--- config.mk ---
export PLATFORM = sky130hd
export DESIGN_NAME = pdsr_readout
export DESIGN_NICKNAME = d
export VERILOG_FILES = /design/src/verilog/pdsr_pkg.sv /design/src/verilog/pdsr_readout.sv /design/src/verilog/pdsr_fifo.sv
export SDC_FILE = /design/constraint.sdc
export NUM_CORES = 1
export LEC_CHECK = 0
export BUFFER_PORTS_ARGS = -buffer_cell sky130_fd_sc_hd__buf_2
export CAP_MARGIN = 20
export CORE_UTILIZATION = 48
export DETAILED_ROUTE_END_ITERATION = 10
export PLACE_DENSITY_LB_ADDON = 0.12
export SYNTH_ARGS = -nofsm -noshare
export SYNTH_HDL_FRONTEND = slang
export SYNTH_HIERARCHICAL = 1
export SYNTH_SLANG_ARGS = --single-unit
--- constraint.sdc ---
create_clock -name clk -period 8.15 [get_ports clk]
set_input_delay 0.4075 -clock clk [delete_from_list [all_inputs] [get_ports clk]]
set_output_delay 0.4075 -clock clk [all_outputs]
set_load 0.01 [all_outputs]
--- src/verilog/pdsr_pkg.sv ---
package pdsr_pkg;
  // Clock and timing
  localparam int CLK_HZ = 100_000_000;
  localparam int CLK_MHZ = 100;
  localparam int FRAME_RATE = 1500;
  localparam int SHUTTER_OVERHEAD = 2816;
  localparam int SELF_TEST_US = 200;
  localparam int SLEEP_S = 1;
  localparam int IDLE_TIMEOUT_NS = 20000;
  localparam int IDLE_TIMEOUT_CYC = IDLE_TIMEOUT_NS * CLK_MHZ / 1000;

  // Register offsets, bit 7 of the address byte selects a write
  localparam logic [6:0] REG_CONFIG = 7'h0a;
  localparam logic [6:0] REG_RESERVED_B = 7'h0b;
  localparam logic [6:0] REG_RESULT_LO = 7'h0c;
  localparam logic [6:0] REG_RESULT_HI = 7'h0d;
  localparam logic [6:0] REG_EXPO_LO = 7'h0e;
  localparam logic [6:0] REG_EXPO_HI = 7'h0f;

  // Configuration field positions and values
  localparam int CFG_RESET_BIT = 7;
  localparam int CFG_LED_SHUTTER_BIT = 6;
  localparam int CFG_SELF_TEST_BIT = 5;
  localparam int CFG_RES_BIT = 4;
  localparam int CFG_PIXEL_DUMP_ENABLE_BIT = 3;
  localparam int CFG_SLEEP_BIT = 0;
  localparam logic [7:0] CONFIG_RESET = 8'h00;
  localparam logic [7:0] CFG_WR_MASK = 8'h59;

  // Result word contents
  localparam logic [7:0] SIG_HI = 8'h8a;
  localparam logic [7:0] SIG_LO = 8'hf3;
  localparam logic [7:0] LO_INVALID = 8'h80;
  localparam int FLAG_BIT = 7;
  localparam logic [7:0] PIX_ADDR_FIRST = 8'h00;
  localparam logic [7:0] PIX_ADDR_LAST = 8'hff;
  localparam int PIX_W = 6;

  // Exposure control
  localparam logic [15:0] EXPO_RESET = 16'h0040;
  localparam int EXPO_STEP_SHIFT = 4;
  localparam logic [5:0] AGC_MAX_LO = 6'h35;
  localparam logic [5:0] AGC_MAX_HI = 6'h39;
  localparam logic [5:0] AGC_AVG_HI = 6'h30;

  typedef struct packed {
    logic [7:0] hi;
    logic [7:0] lo;
  } pdsr_word_t;

  typedef enum logic [1:0] {SER_ADDR, SER_WDATA, SER_RDATA} pdsr_ser_t;
endpackage

--- src/verilog/pdsr_readout.sv ---
// How it works
// - Self test ends by restoring every configuration setting to default.
// - Self test is slow; controller waits before further accesses.
// - Result readable as high byte alone or high then low.
// - After self test the result word holds a fixed signature.
// - Dump: high byte is address, low has value and status flag.
// - Enabling the dump loads the first pixel address with the status flag set invalid.
// - Status flag high means invalid, low means valid sample.
// - Pixel address and data advance on the following frame.
// - Pixel values span 0 black to 63 white.
// - Gain control adjusts exposure per frame to keep brightest pixel mid fifties.
// - Exposure value counts clock cycles and defaults to 64.
// - Exposure changes at most one sixteenth per frame.
// - Exposure never exceeds frame cycles minus 2816.
// - Self test bit runs tests, loads signature, reads as zero.
// - Sleep zero: sleep after one second idle; one: stay awake.
`timescale 1ns/1ps
module pdsr_readout #(
  parameter int FRAME_CYCLES = pdsr_pkg::CLK_HZ / pdsr_pkg::FRAME_RATE,
  parameter int SELF_TEST_CYCLES =
    pdsr_pkg::SELF_TEST_US * pdsr_pkg::CLK_MHZ,
  parameter int SLEEP_CYCLES = pdsr_pkg::SLEEP_S * pdsr_pkg::CLK_HZ,
  parameter int FIFO_DEPTH = 32
) (
  // Clock, reset, enable
  input wire logic clk,
  input wire logic resetn,
  input wire logic ce,
  // Two-wire serial port
  input wire logic sclk,
  input wire logic sdio_in,
  output logic sdio_out,
  output logic sdio_oe_n,
  // Pixel stream from the array, same clock
  input wire logic pix_valid,
  input wire logic [pdsr_pkg::PIX_W-1:0] pix_value,
  output logic pix_ready,
  // Frame statistics, same clock
  input wire logic [pdsr_pkg::PIX_W-1:0] frame_max_pixel,
  input wire logic [pdsr_pkg::PIX_W-1:0] frame_avg_pixel,
  input wire logic motion,
  // Status
  output logic asleep,
  output logic led_on,
  output logic res_800,
  output logic self_test_busy
);
  localparam int FW = $clog2(FRAME_CYCLES + 1);
  localparam int SW = $clog2(SLEEP_CYCLES + 1);
  localparam int TW = $clog2(SELF_TEST_CYCLES + 1);
  localparam int IW = $clog2(pdsr_pkg::IDLE_TIMEOUT_CYC + 1);
  localparam logic [15:0] EXPO_MAX =
    16'(FRAME_CYCLES - pdsr_pkg::SHUTTER_OVERHEAD);

  if (FRAME_CYCLES - pdsr_pkg::SHUTTER_OVERHEAD <= 64 ||
      FRAME_CYCLES - pdsr_pkg::SHUTTER_OVERHEAD > 65535) begin : g_bad_frame
    $error("pdsr_readout frame length cannot hold the exposure range");
  end
  if (SELF_TEST_CYCLES < 2 || SLEEP_CYCLES < 2) begin : g_bad_counts
    $error("pdsr_readout counts must be at least two");
  end

  ////////////////////////////////////////////////////////////////////////
  // Pin synchronisers and serial edge detection

  logic [2:0] sclk_sync_reg;
  logic [1:0] sdio_sync_reg;
  logic sclk_rise;
  logic sclk_fall;
  logic sdi;

  // Stage 0 feeds only stage 1; edges come from stages 1 and 2
  always_ff @(posedge clk) begin
    if (!resetn) begin
      sclk_sync_reg <= 3'h7; // Idle high: no false rise after reset
      sdio_sync_reg <= 2'h0;
    end else if (ce) begin
      sclk_sync_reg <= {sclk_sync_reg[1:0], sclk};
      sdio_sync_reg <= {sdio_sync_reg[0], sdio_in};
    end
  end

  assign sclk_rise = ce & sclk_sync_reg[1] & ~sclk_sync_reg[2];
  assign sclk_fall = ce & ~sclk_sync_reg[1] & sclk_sync_reg[2];
  assign sdi = sdio_sync_reg[1];

  ////////////////////////////////////////////////////////////////////////
  // Serial transaction engine

  pdsr_pkg::pdsr_ser_t ser_state_reg;
  logic [2:0] bit_cnt_reg;
  logic [7:0] shift_reg;
  logic [6:0] addr_reg;
  logic [7:0] tx_reg;
  logic load_pend_reg;
  logic [IW-1:0] idle_cnt_reg;
  logic idle_out;
  logic rd_load;
  logic wr_now;
  logic [7:0] wr_data;
  logic [7:0] rd_data;

  assign idle_out = idle_cnt_reg == IW'(pdsr_pkg::IDLE_TIMEOUT_CYC - 1);
  assign rd_load = ce & load_pend_reg;
  assign wr_now = sclk_rise & (ser_state_reg == pdsr_pkg::SER_WDATA) &
                  (bit_cnt_reg == 3'h7);
  assign wr_data = {shift_reg[6:0], sdi};

  // A stalled port falls back to waiting for an address byte
  always_ff @(posedge clk) begin
    if (!resetn) begin
      idle_cnt_reg <= '0;
    end else if (ce) begin
      if (sclk_rise || sclk_fall || idle_out) begin
        idle_cnt_reg <= '0;
      end else begin
        idle_cnt_reg <= idle_cnt_reg + IW'(1);
      end
    end
  end

  // Address byte, then eight data bits in or out, MSB first
  always_ff @(posedge clk) begin
    if (!resetn || (ce && idle_out)) begin
      ser_state_reg <= pdsr_pkg::SER_ADDR;
      bit_cnt_reg <= 3'h0;
      shift_reg <= 8'h00;
      addr_reg <= 7'h00;
      load_pend_reg <= 1'b0;
    end else if (sclk_rise) begin
      shift_reg <= wr_data;
      bit_cnt_reg <= bit_cnt_reg + 3'h1;
      unique case (ser_state_reg)
        pdsr_pkg::SER_ADDR: begin
          if (bit_cnt_reg == 3'h7) begin
            addr_reg <= wr_data[6:0];
            load_pend_reg <= ~shift_reg[6];
            ser_state_reg <= shift_reg[6] ? pdsr_pkg::SER_WDATA :
                             pdsr_pkg::SER_RDATA;
          end
        end
        pdsr_pkg::SER_WDATA,
        pdsr_pkg::SER_RDATA: begin
          if (bit_cnt_reg == 3'h7) begin
            ser_state_reg <= pdsr_pkg::SER_ADDR;
          end
        end
      endcase
    end else if (rd_load) begin
      load_pend_reg <= 1'b0;
    end
  end

  // Data pin: bit 7 at load, the rest after each falling edge
  always_ff @(posedge clk) begin
    if (!resetn || (ce && idle_out)) begin
      tx_reg <= 8'h00;
      sdio_out <= 1'b0;
      sdio_oe_n <= 1'b1;
    end else if (rd_load) begin
      tx_reg <= {rd_data[6:0], 1'b0};
      sdio_out <= rd_data[7];
      sdio_oe_n <= 1'b0;
    end else if (sclk_fall && ser_state_reg == pdsr_pkg::SER_RDATA &&
                 bit_cnt_reg != 3'h0) begin
      tx_reg <= {tx_reg[6:0], 1'b0};
      sdio_out <= tx_reg[7];
    end else if (sclk_rise && ser_state_reg == pdsr_pkg::SER_RDATA &&
                 bit_cnt_reg == 3'h7) begin
      sdio_oe_n <= 1'b1;
    end
  end

  ////////////////////////////////////////////////////////////////////////
  // Configuration and self test

  logic [7:0] cfg_reg;
  logic [TW-1:0] st_cnt_reg;
  logic wr_cfg;
  logic st_done;
  logic defaults_now;
  logic dump_en;

  assign wr_cfg = wr_now & (addr_reg == pdsr_pkg::REG_CONFIG);
  assign st_done = ce & self_test_busy &
                   (st_cnt_reg == TW'(SELF_TEST_CYCLES - 1));
  assign defaults_now = st_done |
                        (wr_cfg & wr_data[pdsr_pkg::CFG_RESET_BIT]);
  assign dump_en = cfg_reg[pdsr_pkg::CFG_PIXEL_DUMP_ENABLE_BIT];

  // Writes during the test are dropped unless they set the reset bit, the test ends in defaults
  always_ff @(posedge clk) begin
    if (!resetn || defaults_now) begin
      cfg_reg <= pdsr_pkg::CONFIG_RESET;
      self_test_busy <= 1'b0;
      st_cnt_reg <= '0;
    end else if (ce && self_test_busy) begin
      st_cnt_reg <= st_cnt_reg + TW'(1);
    end else if (wr_cfg && wr_data[pdsr_pkg::CFG_SELF_TEST_BIT]) begin
      self_test_busy <= 1'b1;
    end else if (wr_cfg) begin
      cfg_reg <= wr_data & pdsr_pkg::CFG_WR_MASK;
    end
  end

  always_ff @(posedge clk) begin
    if (!resetn) begin
      res_800 <= 1'b0;
    end else if (ce) begin
      res_800 <= cfg_reg[pdsr_pkg::CFG_RES_BIT];
    end
  end

  ////////////////////////////////////////////////////////////////////////
  // Frame timing, sleep and LED

  logic [FW-1:0] frame_cnt_reg;
  logic [SW-1:0] sleep_cnt_reg;
  logic frame_tick;
  logic exposing;
  logic [15:0] expo_reg;

  assign frame_tick = ce & (frame_cnt_reg == FW'(FRAME_CYCLES - 1));
  assign exposing = 32'(frame_cnt_reg) < 32'(expo_reg);

  always_ff @(posedge clk) begin
    if (!resetn) begin
      frame_cnt_reg <= '0;
    end else if (ce) begin
      frame_cnt_reg <= frame_tick ? '0 : frame_cnt_reg + FW'(1);
    end
  end

  // Sleep timer restarts on motion; always-awake holds it at zero
  always_ff @(posedge clk) begin
    if (!resetn) begin
      sleep_cnt_reg <= '0;
      asleep <= 1'b0;
      led_on <= 1'b0;
    end else if (ce) begin
      if (motion || cfg_reg[pdsr_pkg::CFG_SLEEP_BIT]) begin
        sleep_cnt_reg <= '0;
        asleep <= 1'b0;
      end else if (sleep_cnt_reg == SW'(SLEEP_CYCLES - 1)) begin
        asleep <= 1'b1;
      end else begin
        sleep_cnt_reg <= sleep_cnt_reg + SW'(1);
      end
      led_on <= ~asleep &
                (~cfg_reg[pdsr_pkg::CFG_LED_SHUTTER_BIT] | exposing);
    end
  end

  ////////////////////////////////////////////////////////////////////////
  // Automatic gain control on the exposure value

  logic [15:0] expo_step;
  logic [16:0] expo_sum;
  logic [15:0] expo_up;
  logic [15:0] expo_agc;
  logic agc_up;
  logic agc_dn;

  // Brighten only when the whole image is not already bright
  assign agc_dn = frame_max_pixel > pdsr_pkg::AGC_MAX_HI;
  assign agc_up = (frame_max_pixel < pdsr_pkg::AGC_MAX_LO) &
                  (frame_avg_pixel < pdsr_pkg::AGC_AVG_HI);
  assign expo_step = expo_reg >> pdsr_pkg::EXPO_STEP_SHIFT;
  assign expo_sum = {1'b0, expo_reg} + {1'b0, expo_step};
  assign expo_up = (expo_sum > {1'b0, EXPO_MAX}) ? EXPO_MAX :
                   expo_sum[15:0];
  assign expo_agc = agc_dn ? expo_reg - expo_step :
                    agc_up ? expo_up : expo_reg;

  always_ff @(posedge clk) begin
    if (!resetn || defaults_now) begin
      expo_reg <= pdsr_pkg::EXPO_RESET;
    end else if (frame_tick) begin
      expo_reg <= expo_agc;
    end
  end

  ////////////////////////////////////////////////////////////////////////
  // Pixel dump

  pdsr_pkg::pdsr_word_t result_reg;
  logic [7:0] dump_addr_reg;
  logic dump_en_d_reg;
  logic dump_start;
  logic dump_done;
  logic dump_adv;
  logic pop_req;
  logic fifo_valid;
  logic [pdsr_pkg::PIX_W-1:0] fifo_value;

  assign dump_start = ce & dump_en & ~dump_en_d_reg;
  assign dump_done = ~result_reg.lo[pdsr_pkg::FLAG_BIT] &
                     (dump_addr_reg == pdsr_pkg::PIX_ADDR_LAST);
  assign dump_adv = frame_tick & dump_en & ~dump_start &
                    ~result_reg.lo[pdsr_pkg::FLAG_BIT] & ~dump_done;
  assign pop_req = dump_en & (dump_start | (frame_tick & ~dump_done));

  // Samples queue here until the next frame takes one
  pdsr_fifo #(
    .WIDTH(pdsr_pkg::PIX_W),
    .DEPTH(FIFO_DEPTH)
  ) u_fifo (
    .clk(clk),
    .resetn(resetn),
    .ce(ce),
    .flush(dump_start),
    .in_valid(pix_valid),
    .in_data(pix_value),
    .in_ready(pix_ready),
    .out_ready(pop_req),
    .out_valid(fifo_valid),
    .out_data(fifo_value)
  );

  // Controller ends the dump by clearing the enable bit
  always_ff @(posedge clk) begin
    if (!resetn) begin
      dump_en_d_reg <= 1'b0;
    end else if (ce) begin
      dump_en_d_reg <= dump_en;
    end
  end

  // Result word: signature, or address with value and status flag
  always_ff @(posedge clk) begin
    if (!resetn) begin
      result_reg <= '0;
      dump_addr_reg <= pdsr_pkg::PIX_ADDR_FIRST;
    end else if (st_done) begin
      result_reg <= {pdsr_pkg::SIG_HI, pdsr_pkg::SIG_LO};
    end else if (dump_start) begin
      dump_addr_reg <= pdsr_pkg::PIX_ADDR_FIRST;
      result_reg <= {pdsr_pkg::PIX_ADDR_FIRST, pdsr_pkg::LO_INVALID};
    end else if (ce && fifo_valid && dump_en) begin
      result_reg <= {dump_addr_reg, 2'b00, fifo_value};
    end else if (dump_adv) begin
      dump_addr_reg <= dump_addr_reg + 8'h01;
      result_reg <= {dump_addr_reg + 8'h01, pdsr_pkg::LO_INVALID};
    end
  end

  ////////////////////////////////////////////////////////////////////////
  // Register read side

  logic [7:0] res_lo_shadow_reg;
  logic [7:0] expo_lo_shadow_reg;
  logic res_pair_reg;
  logic expo_pair_reg;
  logic rd_res_hi;
  logic rd_expo_hi;

  assign rd_res_hi = addr_reg == pdsr_pkg::REG_RESULT_HI;
  assign rd_expo_hi = addr_reg == pdsr_pkg::REG_EXPO_HI;

  // A low byte read right after its high byte returns the same word
  assign rd_data =
    (addr_reg == pdsr_pkg::REG_CONFIG) ? cfg_reg :
    rd_res_hi ? result_reg.hi :
    (addr_reg == pdsr_pkg::REG_RESULT_LO) ?
      (res_pair_reg ? res_lo_shadow_reg : result_reg.lo) :
    rd_expo_hi ? expo_reg[15:8] :
    (addr_reg == pdsr_pkg::REG_EXPO_LO) ?
      (expo_pair_reg ? expo_lo_shadow_reg : expo_reg[7:0]) : 8'h00;

  always_ff @(posedge clk) begin
    if (!resetn) begin
      res_lo_shadow_reg <= 8'h00;
      expo_lo_shadow_reg <= 8'h00;
      res_pair_reg <= 1'b0;
      expo_pair_reg <= 1'b0;
    end else if (rd_load) begin
      res_pair_reg <= rd_res_hi;
      expo_pair_reg <= rd_expo_hi;
      if (rd_res_hi) begin
        res_lo_shadow_reg <= result_reg.lo;
      end
      if (rd_expo_hi) begin
        expo_lo_shadow_reg <= expo_reg[7:0];
      end
    end
  end

  ////////////////////////////////////////////////////////////////////////
  // Assertions

  AST_ST_DEFAULTS: assert property (@(posedge clk) disable iff (!resetn)
    st_done |=> cfg_reg == pdsr_pkg::CONFIG_RESET &&
                expo_reg == pdsr_pkg::EXPO_RESET)
    else $error("Self test did not restore defaults");
  AST_ST_HOLD: assert property (@(posedge clk) disable iff (!resetn)
    self_test_busy && !st_done |=> $stable(cfg_reg))
    else $error("Configuration changed during self test");
  AST_RES_PAIR: assert property (@(posedge clk) disable iff (!resetn)
    rd_load && rd_res_hi |=> res_pair_reg &&
      res_lo_shadow_reg == $past(result_reg.lo))
    else $error("Low result byte not held after high read");
  AST_SIG: assert property (@(posedge clk) disable iff (!resetn)
    st_done |=> result_reg.hi == pdsr_pkg::SIG_HI &&
                result_reg.lo == pdsr_pkg::SIG_LO)
    else $error("Self test signature missing");
  AST_DUMP_FIRST: assert property (@(posedge clk) disable iff (!resetn)
    dump_start && !st_done |=> result_reg.hi == pdsr_pkg::PIX_ADDR_FIRST &&
      result_reg.lo[pdsr_pkg::FLAG_BIT])
    else $error("Dump did not start at the first pixel");
  AST_VALID_FLAG: assert property (@(posedge clk) disable iff (!resetn)
    ce && fifo_valid && dump_en && !st_done && !dump_start |=>
      !result_reg.lo[pdsr_pkg::FLAG_BIT] &&
      result_reg.hi == $past(dump_addr_reg))
    else $error("Loaded pixel not flagged valid");
  AST_ADVANCE: assert property (@(posedge clk) disable iff (!resetn)
    dump_adv && !st_done && !fifo_valid |=>
      dump_addr_reg == $past(dump_addr_reg) + 8'h01 &&
      result_reg.lo[pdsr_pkg::FLAG_BIT])
    else $error("Pixel address did not advance");
  AST_EXPO_STEP: assert property (@(posedge clk) disable iff (!resetn)
    frame_tick && !defaults_now |=>
      expo_reg <= $past(expo_reg) + ($past(expo_reg) >> 4) &&
      expo_reg >= $past(expo_reg) - ($past(expo_reg) >> 4))
    else $error("Exposure stepped more than a sixteenth");
  AST_EXPO_MAX: assert property (@(posedge clk) disable iff (!resetn)
    frame_tick |=> expo_reg <= EXPO_MAX)
    else $error("Exposure above its ceiling");
  AST_CFG_ZERO: assert property (@(posedge clk) disable iff (!resetn)
    wr_cfg && !self_test_busy |=> !cfg_reg[pdsr_pkg::CFG_SELF_TEST_BIT] &&
      !cfg_reg[pdsr_pkg::CFG_RESET_BIT])
    else $error("Self test or reset bit stored");
  AST_AWAKE: assert property (@(posedge clk) disable iff (!resetn)
    ce && cfg_reg[pdsr_pkg::CFG_SLEEP_BIT] |=> !asleep)
    else $error("Sensor slept while always awake");
endmodule

--- src/verilog/pdsr_fifo.sv ---
`timescale 1ns/1ps
module pdsr_fifo #(
  parameter int WIDTH = 6,
  parameter int DEPTH = 32
) (
  // Clock and control
  input wire logic clk,
  input wire logic resetn,
  input wire logic ce,
  input wire logic flush,
  // Fill side
  input wire logic in_valid,
  input wire logic [WIDTH-1:0] in_data,
  output logic in_ready,
  // Drain side, data arrive one cycle after the request
  input wire logic out_ready,
  output logic out_valid,
  output logic [WIDTH-1:0] out_data
);
  localparam int AW = $clog2(DEPTH);

  if (DEPTH < 2 || (1 << AW) != DEPTH) begin : g_bad_depth
    $error("pdsr_fifo depth must be a power of two");
  end

  logic [WIDTH-1:0] mem [DEPTH];
  logic [AW-1:0] wr_ptr_reg;
  logic [AW-1:0] rd_ptr_reg;
  logic [AW:0] count_reg;
  logic [AW:0] count_next;
  logic push;
  logic pop;

  // Ready is registered, so a push never lands on a full memory
  assign push = ce & in_valid & in_ready;
  assign pop = ce & out_ready & (count_reg != '0) & ~flush;
  assign count_next = count_reg + {{AW{1'b0}}, push} - {{AW{1'b0}}, pop};

  // Storage has no reset, only the pointers matter
  always_ff @(posedge clk) begin
    if (push) begin
      mem[wr_ptr_reg] <= in_data;
    end
  end

  // Pointers and fill level
  always_ff @(posedge clk) begin
    if (!resetn || (ce && flush)) begin
      wr_ptr_reg <= '0;
      rd_ptr_reg <= '0;
      count_reg <= '0;
      in_ready <= 1'b1;
    end else if (ce) begin
      wr_ptr_reg <= wr_ptr_reg + AW'(push);
      rd_ptr_reg <= rd_ptr_reg + AW'(pop);
      count_reg <= count_next;
      in_ready <= count_next != (AW+1)'(DEPTH);
    end
  end

  // Read data leave through a register
  always_ff @(posedge clk) begin
    if (!resetn) begin
      out_valid <= 1'b0;
      out_data <= '0;
    end else if (ce) begin
      out_valid <= pop;
      if (pop) begin
        out_data <= mem[rd_ptr_reg];
      end
    end
  end
endmodule

==> tab_implementation.tex, run 1 <==
\begin{tabular}{lr}
\hline
Metric & Value \\
\hline
\multicolumn{2}{l}{\textbf{Floorplanning}} \\
\quad Boundary pin count & 32 \\
\quad Vertical extent of the die & roughly 200 um \\
\quad Die area & 39600 um2 \\
\quad Area of the core region & 37930 um2 \\
\quad Initial core utilization & 49.11\% \\
\quad Horizontal extent of the die & 199.0 um \\
\quad Placement Rows & 71 \\
\multicolumn{2}{l}{\textbf{Setup path}} \\
\quad Required time worst endpoint & roughly 8.6 ns \\
\quad Critical Path End Type & register \\
\quad Depth of the most critical reg-to-reg path & 16 \\
\quad Critical path fanouts, max & 7 \\
\quad Reg2reg end & u\_fifo/in\_ready \\
\quad R2R setup slack & 3.85 ns \\
\quad Origin of the critical flop-to-flop path & frame\_cnt\_reg[0] \\
\quad Setup CP Type & reg -> reg \\
\quad Setup crit start kind & register \\
\quad Crit path arrival time & about 4.7 ns \\
\multicolumn{2}{l}{\textbf{Finish}} \\
\quad Sequential cell area & between 9000 and 10000 um2 \\
\quad Count of nets after finishing & 1811 \\
\quad Area used by multi-input combinational logic & 8383 um2 \\
\quad Finished Core Util & 53.70\% \\
\quad Most frequent cells in the layout & sky130\_fd\_sc\_hd\_\_nor2\_1, sky130\_fd\_sc\_hd\_\_dfxtp\_1, sky130\_fd\_sc\_hd\_\_edfxtp\_1, sky130\_fd\_sc\_hd\_\_nand2\_1, sky130\_fd\_sc\_hd\_\_a21oi\_1 \\
\quad Antenna cells & 0 \\
\quad Finished Cell Area & 20370 um2 \\
\quad Area growth from synthesis to layout & 9.336\% \\
\quad Layout cell share with drive strength beyond 1 & 10.46\% \\
\quad Flip-flop count of the largest register, all copies and words added & 192 \\
\quad Number of fill cells in the layout & $\sim$3400 \\
\quad Leading cell type in the layout, fill and taps excluded & sky130\_fd\_sc\_hd\_\_nor2\_1 \\
\multicolumn{2}{l}{\textbf{Drt}} \\
\quad Vias & 12775 \\
\quad First DRT Iteration DRCs & 766 \\
\quad Via/cell ratio & 5.653 \\
\quad Residual DRC & 0 \\
\quad WL final & roughly 41 mm \\
\quad Antenna Violating Nets Remaining & 0 \\
\quad WL per Instance & 18.22 um \\
\quad Count of TritonRoute iterations in the first routing pass & 5 \\
\multicolumn{2}{l}{\textbf{Timing}} \\
\quad Number of endpoints failing setup at the final stage & 0 \\
\quad Normalized max-slew margin & 31.97\% \\
\quad Min cycle time layout & 4.296 ns \\
\quad Largest clock skew in the final design & between 0.02 and 0.025 ns \\
\quad Setup TNS & 0 ns \\
\quad Share of the clock period used by the worst path & 52.71\% \\
\quad Worst setup slack after layout & 3.854 ns \\
\quad Transition time of the tightest slew-check pin & 1.017 ns \\
\quad Max-slew violation count & 0 \\
\quad Number of failing hold endpoints at the final stage & 0 \\
\quad Highest attainable clock frequency & about 0.23 GHz \\
\quad Worst hold slack & 0.1097 ns \\
\quad Setup repair after global routing missed its margin & false \\
\multicolumn{2}{l}{\textbf{Logic synthesis}} \\
\quad Post-synthesis average cell area & 10.83 um2 \\
\quad Async set-reset flop share out of synthesis & 0\% \\
\quad Number of enable-type register cells in the synthesized netlist & 192 \\
\quad Share of synthesized area occupied by flip-flops and latches & roughly 52\% \\
\quad Flip-flop cell with the highest count after synthesis & sky130\_fd\_sc\_hd\_\_dfxtp\_1 \\
\quad Mapped Area & $\sim$19000 um2 \\
\quad Total of warnings raised by yosys & 6 \\
\quad Number of unique standard cell types used by synthesis & 90 \\
\quad Gate count after technology mapping & 1720 \\
\quad Synth Register Bits & 387 \\
\quad Net Count, Synth & 1811 \\
\multicolumn{2}{l}{\textbf{GRT}} \\
\quad Grt peak-use layer & met2 \\
\quad Tot GR Track Use & between 20\% and 30\% \\
\quad Number of antenna violations at the first check in global routing & 0 \\
\quad Maximum number of pins on one net before global-route repair & 67 \\
\quad Global routing usage on met2 & a little over a third \\
\quad Met3 Usage GRT & under 10\% \\
\quad Global-route wire length before repair & $\sim$66 mm \\
\quad Total congestion overflow & 0 \\
\quad Via count of the first global-routing pass & 12271 \\
\quad Global-route met1 utilization & 28.72\% \\
\multicolumn{2}{l}{\textbf{CTS}} \\
\quad Number of H-tree levels & 2 \\
\quad TritonCTS buffer count & 41 \\
\quad Post-cts repair resize count & 0 \\
\quad CTS root buf & sky130\_fd\_sc\_hd\_\_clkbuf\_16 \\
\quad Setup bufs post-CTS & 0 \\
\quad Clock tree from TritonCTS & done \\
\quad Worst-path clk slew & 0.06 ns \\
\quad Maximum clock path buffer count & 3 \\
\quad Later-pin clock latency in the skew report & 0.55 ns \\
\quad Total of hold buffers inserted after clock tree synthesis & 0 \\
\quad CTS Sinks & 387 \\
\multicolumn{2}{l}{\textbf{Placement}} \\
\quad Final HPWL DP & 28.09 mm \\
\quad Setup Slack @ Placement & roughly 3.5 ns \\
\quad IO buf count & 27 \\
\quad GP Congestion & 0.8941 \\
\quad Placed inst area & about 19000 um2 \\
\multicolumn{2}{l}{\textbf{Outcome}} \\
\quad Run status & finished, final reports clean \\
\multicolumn{2}{l}{\textbf{Power}} \\
\quad Power Density & 193.2 nW/um2 \\
\quad Worst voltage drop across the vdd grid & about 200 uV \\
\quad Static power due to leakage & 7.017 nW \\
\multicolumn{2}{l}{\textbf{Worst hold path}} \\
\quad Origin of the worst min-delay path & sclk \\
\quad Cell depth of the worst hold path & 3 \\
\quad Path category of the worst min-delay check & in -> reg \\
\quad Destination of the worst hold path & sclk\_sync\_reg[0] \\
\multicolumn{2}{l}{\textbf{Flow run}} \\
\quad Max-cap check violation count & 0 \\
\hline
\end{tabular}
## cell families after synthesis
family,after synthesis,share of synthesized area (%)
compound gates,307,10.73
xor+xnor,83,3.902
fa+ha+maj,66,4.554
buf+inv,134,3.130
flops,387,51.90
mux,124,9.860
simple gates,619,15.92
## critical path: stages (launching register included)
cell and delay [ns]:
sky130_fd_sc_hd__dfxtp_1 0.44, sky130_fd_sc_hd__ha_1 0.21, sky130_fd_sc_hd__nor4bb_1 0.24, sky130_fd_sc_hd__and4b_1 0.28
sky130_fd_sc_hd__nand3_2 0.18, sky130_fd_sc_hd__or3b_1 0.41, sky130_fd_sc_hd__nand2_1 0.08, sky130_fd_sc_hd__nand3b_1 0.11
sky130_fd_sc_hd__a31oi_1 0.42, sky130_fd_sc_hd__ha_1 0.21, sky130_fd_sc_hd__inv_1 0.04, sky130_fd_sc_hd__ha_1 0.20
sky130_fd_sc_hd__fa_1 0.40, sky130_fd_sc_hd__xnor2_1 0.22, sky130_fd_sc_hd__nor4b_1 0.31, sky130_fd_sc_hd__a31oi_1 0.14
sky130_fd_sc_hd__a211o_1 0.27
## per-stage QoR
step / power [mW] / std cells
floorplan: 2.172 / 1720
global placement: 2.215 / 2187
detailed placement: 2.217 / 2187
CTS: 3.981 / 2259
global route: 4.069 / 2260
finish: 3.935 / 2260
## synthesized netlist by cell type (7+ instances only)
cell type	n	area [um2]
sky130_fd_sc_hd__nand2b_1	18	112.6
sky130_fd_sc_hd__mux4_2	37	833.3
sky130_fd_sc_hd__a21oi_1	91	455.4
sky130_fd_sc_hd__nand3b_1	11	82.58
sky130_fd_sc_hd__mux2i_1	65	650.6
sky130_fd_sc_hd__buf_2	14	70.07
sky130_fd_sc_hd__or3_1	21	131.4
sky130_fd_sc_hd__nor3_1	29	145.1
sky130_fd_sc_hd__nand2_1	122	457.9
sky130_fd_sc_hd__and3_1	19	118.9
sky130_fd_sc_hd__a22oi_1	9	67.56
sky130_fd_sc_hd__nand4_1	23	143.9
sky130_fd_sc_hd__ha_1	63	788.3
sky130_fd_sc_hd__nor2_1	252	945.9
sky130_fd_sc_hd__nand3_1	48	240.2
sky130_fd_sc_hd__edfxtp_1	192	5766
sky130_fd_sc_hd__inv_1	52	195.2
sky130_fd_sc_hd__mux4_1	7	183.9
sky130_fd_sc_hd__clkbuf_1	53	198.9
sky130_fd_sc_hd__o21ai_0	61	305.3
sky130_fd_sc_hd__xnor2_1	33	289.0
sky130_fd_sc_hd__mux2_2	15	168.9
sky130_fd_sc_hd__a21o_1	8	60.06
sky130_fd_sc_hd__or2_2	8	50.05
sky130_fd_sc_hd__o22ai_1	12	75.07
sky130_fd_sc_hd__nor2b_1	13	81.33
sky130_fd_sc_hd__dfxtp_1	195	3904
sky130_fd_sc_hd__o31ai_1	9	67.56
sky130_fd_sc_hd__a211oi_1	14	105.1
sky130_fd_sc_hd__a311oi_1	8	70.07
sky130_fd_sc_hd__a31oi_1	24	150.1
sky130_fd_sc_hd__nor4b_1	11	96.34
sky130_fd_sc_hd__xor2_1	50	437.9
sky130_fd_sc_hd__and2_1	7	43.79
## worst max-delay path by stage
stage                     start               to  slack, ns  cells after the start
2_1_floorplan  frame_cnt_reg[0]  u_fifo/in_ready       4.53                     16
3_3_place_gp                 ce  u_fifo/in_ready       3.61                     16
3_5_place_dp                 ce  u_fifo/in_ready       3.53                     16
4_1_cts        frame_cnt_reg[0]  u_fifo/in_ready       3.76                     16
5_1_grt        frame_cnt_reg[0]  u_fifo/in_ready       3.49                     16
6_report       frame_cnt_reg[0]  u_fifo/in_ready       3.85                     16
## power by group
part           switching (mW)  total, mW  leakage [nW]  internal [mW]
logic                  0.0779      0.115          3.11         0.0370
registers             0.00793       2.06          3.30           2.05
clock network           0.753       1.76         0.609           1.01
## routing by layer
| metal | part of all wire, % | up-vias |
|---|---|---|
| li1 | - | 6320 |
| met1 | 46 | 6131 |
| met2 | 47 | 266 |
| met3 | 4.2 | 58 |
| met4 | 2.0 | 0 |
| met5 | 0 | - |
## cell type report
| type | count | share of cell area [%] |
|---|---|---|
| inverter | 54 | 0.9951 |
| timing repair buffer | 37 | 1.020 |
| clock buffer | 49 | 5.283 |
| sequential | 387 | 47.50 |
| tap | 511 | 3.139 |
| multi-input combinational | 1199 | 41.16 |
| clock inverter | 23 | 0.9091 |
Power figures use the tool's default switching activity.
==> run 2, diff against run 1 <==
==> constraint.sdc (replaced) <==
create_clock -name clk -period 4 [get_ports clk]
set_input_delay 0.2 -clock clk [delete_from_list [all_inputs] [get_ports clk]]
set_output_delay 0.2 -clock clk [all_outputs]
set_load 0.01 [all_outputs]
==> run 2 against run 1 <==
- die area stayed put
- critical path type unchanged
- setup slack got worse by 3.6 ns
- via count is 2.0% higher
- critical endpoint unchanged
- count of clock-buffer cells in the layout up 13
- power grew 110%
==> tab_implementation.tex, run 2 (same netlist as run 1, synthesis figures left out) <==
\begin{tabular}{lr}
\hline
Metric & Value \\
\hline
\multicolumn{2}{l}{\textbf{Outcome}} \\
\quad Run status & finished, final reports clean \\
\multicolumn{2}{l}{\textbf{Setup path}} \\
\quad Required time worst endpoint & 4.43 ns (-4.14 ns) \\
\quad Critical Path End Type & register \\
\quad Slowest-stage cell, CP & sky130\_fd\_sc\_hd\_\_fa\_1 \\
\quad Setup CP Type & reg -> reg \\
\quad Cell seen most often among critical-path stages & sky130\_fd\_sc\_hd\_\_ha\_1 \\
\quad Setup crit start kind & register \\
\quad Crit path arrival time & 4.18 ns (-0.53 ns) \\
\quad Slowest Stage Delay on Critical Path & 0.41 ns (-0.03 ns) \\
\quad CP cell instances & inv\_1, ha\_1, nor4bb\_1, and4b\_1, nand3\_2, or3b\_1, nand2\_1, nand3b\_1, a31oi\_2, ha\_1, inv\_1, ha\_1, fa\_1, xnor2\_1, nor4b\_2, a31oi\_1, a211o\_1 \\
\quad Critical path fanouts, max & 2 (-5) \\
\multicolumn{2}{l}{\textbf{Power}} \\
\quad Part of the total power dissipated in the clock network & 45.0\% (+0.2 points) \\
\quad Static power due to leakage & 7.195 nW (+2.5\%) \\
\quad Switching share of total power & 21.18\% (-0.14 points) \\
\quad Power Density & 390.9 nW/um2 (+100\%) \\
\quad Combinational Power Share & 3.1\% (+0.2 points) \\
\quad Power Internal & 6.366 mW (+110\%) \\
\quad Switching power of the nets & 1.711 mW (+100\%) \\
\quad Worst voltage drop across the vdd grid & 448.5 uV (+120\%) \\
\quad Relative contribution of sequential cells to total power & 51.9\% (-0.4 points) \\
\multicolumn{2}{l}{\textbf{Finish}} \\
\quad Leading cell type in the layout, fill and taps excluded & sky130\_fd\_sc\_hd\_\_nor2\_1 \\
\quad Layout cell share with drive strength beyond 1 & 11.69\% (+1.2 points) \\
\quad Count of nets after finishing & 1839 (+1.5\%) \\
\quad Finished Cell Area & 20660 um2 (+1.4\%) \\
\quad Antenna cells & 0 (unchanged) \\
\quad Flip-flop count of the largest register, all copies and words added & 192 (unchanged) \\
\quad Area growth from synthesis to layout & 10.92\% \\
\quad Most frequent cells in the layout & sky130\_fd\_sc\_hd\_\_nor2\_1, sky130\_fd\_sc\_hd\_\_dfxtp\_1, sky130\_fd\_sc\_hd\_\_edfxtp\_1, sky130\_fd\_sc\_hd\_\_nand2\_1, sky130\_fd\_sc\_hd\_\_a21oi\_1 \\
\multicolumn{2}{l}{\textbf{Placement}} \\
\quad Setup Slack @ Placement & 0.2282 ns (-3.303 ns) \\
\quad IO buf count & 27 (unchanged) \\
\quad GP Congestion & 0.8814 (-1.4\%) \\
\quad Final HPWL DP & 29.11 mm (+3.6\%) \\
\quad Placed inst area & 19330 um2 (+1.2\%) \\
\multicolumn{2}{l}{\textbf{Floorplanning}} \\
\quad Placement Rows & 71 (unchanged) \\
\quad Boundary pin count & 32 (unchanged) \\
\quad Area of the core region & 37930 um2 (unchanged) \\
\quad Horizontal extent of the die & 199.0 um (unchanged) \\
\quad Die area & 39600 um2 (unchanged) \\
\quad Vertical extent of the die & 199.0 um (unchanged) \\
\quad Initial core utilization & 49.11\% (unchanged) \\
\multicolumn{2}{l}{\textbf{CTS}} \\
\quad Number of H-tree levels & 2 (unchanged) \\
\quad Maximum clock path buffer count & 3 (unchanged) \\
\quad Worst-path clk slew & 0.06 ns (about the same) \\
\quad Later-pin clock latency in the skew report & 0.54 ns (about the same) \\
\quad CTS Sinks & 387 (unchanged) \\
\quad TritonCTS buffer count & 41 (unchanged) \\
\quad Clock tree from TritonCTS & done \\
\quad Setup bufs post-CTS & 0 (unchanged) \\
\quad CTS root buf & sky130\_fd\_sc\_hd\_\_clkbuf\_16 \\
\multicolumn{2}{l}{\textbf{Worst hold path}} \\
\quad Path category of the worst min-delay check & in -> reg \\
\multicolumn{2}{l}{\textbf{Drt}} \\
\quad Antenna Violating Nets Remaining & 0 (unchanged) \\
\quad WL final & 42.56 mm (+3.3\%) \\
\quad WL per Instance & 18.58 um (+2.0\%) \\
\quad Residual DRC & 0 (unchanged) \\
\quad Vias & 13035 (+2.0\%) \\
\quad Via/cell ratio & 5.690 (+0.65\%) \\
\quad First DRT Iteration DRCs & 847 (+11\%) \\
\quad Count of TritonRoute iterations in the first routing pass & 5 (unchanged) \\
\multicolumn{2}{l}{\textbf{Timing}} \\
\quad Min cycle time layout & 3.748 ns (-0.5482 ns) \\
\quad Normalized max-slew margin & 37.36\% (+5.4 points) \\
\quad Max-slew violation count & 0 (unchanged) \\
\quad Transition time of the tightest slew-check pin & 0.9373 ns (-0.07941 ns) \\
\quad Highest attainable clock frequency & 0.2668 GHz (+15\%) \\
\quad Number of endpoints failing setup at the final stage & 0 (unchanged) \\
\quad Worst setup slack after layout & 0.2523 ns (-3.602 ns) \\
\quad Number of failing hold endpoints at the final stage & 0 (unchanged) \\
\quad Share of the clock period used by the worst path & 93.69\% (+41 points) \\
\quad Worst hold slack & 0.06162 ns (-0.04810 ns) \\
\quad Largest clock skew in the final design & 0.02377 ns (+0.002279 ns) \\
\multicolumn{2}{l}{\textbf{GRT}} \\
\quad Global-route wire length before repair & 68.43 mm (+3.9\%) \\
\quad Via count of the first global-routing pass & 12639 (+3.0\%) \\
\quad Tot GR Track Use & 22.15\% (+1.1 points) \\
\quad Total congestion overflow & 0 (unchanged) \\
\quad Maximum number of pins on one net before global-route repair & 50 (-25\%) \\
\quad Number of antenna violations at the first check in global routing & 0 (unchanged) \\
\multicolumn{2}{l}{\textbf{Flow run}} \\
\quad Max-cap check violation count & 0 (unchanged) \\
\hline
\end{tabular}
==> run 2: cell count changes in the layout (fill, tap and decap cells not counted), sizes merged <==
cell / previous run / this run
buf: 36 / 63
clkbuf: 50 / 62
clkinvlp: 6 / 1
bufinv: 2 / 0
dlygate4sd3: 0 / 2
inv: 54 / 52
clkinv: 15 / 14
==> run 2: area by class of cell <==
| class | instances | area, um2 |
|---|---|---|
| well taps | 511 | 639.4 |
| repair buffers | 65 | 450.4 |
| clock inverters | 13 | 77.57 |
| clock buffers | 62 | 1217 |
| flip-flops and latches | 387 | 9674 |
| fillers | 3379 | 17270 |
| inverters | 54 | 202.7 |
| multi-input cells | 1199 | 8402 |
==> run 2: final timing paths <==
check	startpoint	end	slack, ns	cells past startpoint
max	frame_cnt_reg[1]	u_fifo/in_ready	0.25	17
min	resetn	sclk_sync_reg[1]	0.06	2
max reg2reg	frame_cnt_reg[1]	u_fifo/in_ready	0.25	17
min reg2reg	ser_state_reg[0]	ser_state_reg[0]	0.47	2
==> run 2: metrics by stage <==
| stage | TNS, ns | util, % | total power [mW] | instances |
|---|---|---|---|---|
| after floorplan | 0 | - | 4.426 | 1720 |
| after global placement | 0 | 50.96 | 4.521 | 2214 |
| after detailed placement | 0 | 50.96 | 4.527 | 2214 |
| after CTS | 0 | 54.42 | 8.162 | 2291 |
| after global routing | -0.04622 | 54.47 | 8.353 | 2291 |
| final | 0 | 54.47 | 8.077 | 2291 |
==> run 2: critical path, delay by kind of cell, from the launching register on <==
family                     cells  cell delay (ns)
adders and majority gates      4             0.91
buffers and inverters          2             0.09
and+or+nand+nor                7             1.49
AOI/OAI and AO/OA              3             0.63
DFF                            1             0.31
xor gates and xnor gates       1             0.22
==> run 2: power by group through the flow <==
| stage | logic [mW] | clock network (mW) | registers [mW] |
|---|---|---|---|
| floorplan | 0.148 | 0 | 4.28 |
| detailed placement | 0.248 | 0 | 4.28 |
| global route | 0.278 | 3.88 | 4.19 |
| CTS | 0.251 | 3.72 | 4.19 |
| finish | 0.250 | 3.63 | 4.19 |
| global placement | 0.242 | 0 | 4.28 |
==> run 2: timing repair <==
item	CTS	global route
hold buffers	2	0
gates resized for setup	0	3
hold endpoints to repair	2	0
endpoints found under the setup margin	0	2
==> run 2: routing by layer <==
layer | part of all wire (%) | up-vias | global-route usage, % | wire length [um]
met5 | 0 | - | 0 | 0
met4 | 2.5 | 0 | 6.923 | 1063
met3 | 4.2 | 74 | 3.306 | 1772
met2 | 48 | 279 | 36.88 | 20350
met1 | 46 | 6310 | 29.72 | 19370
li1 | - | 6372 | - | -
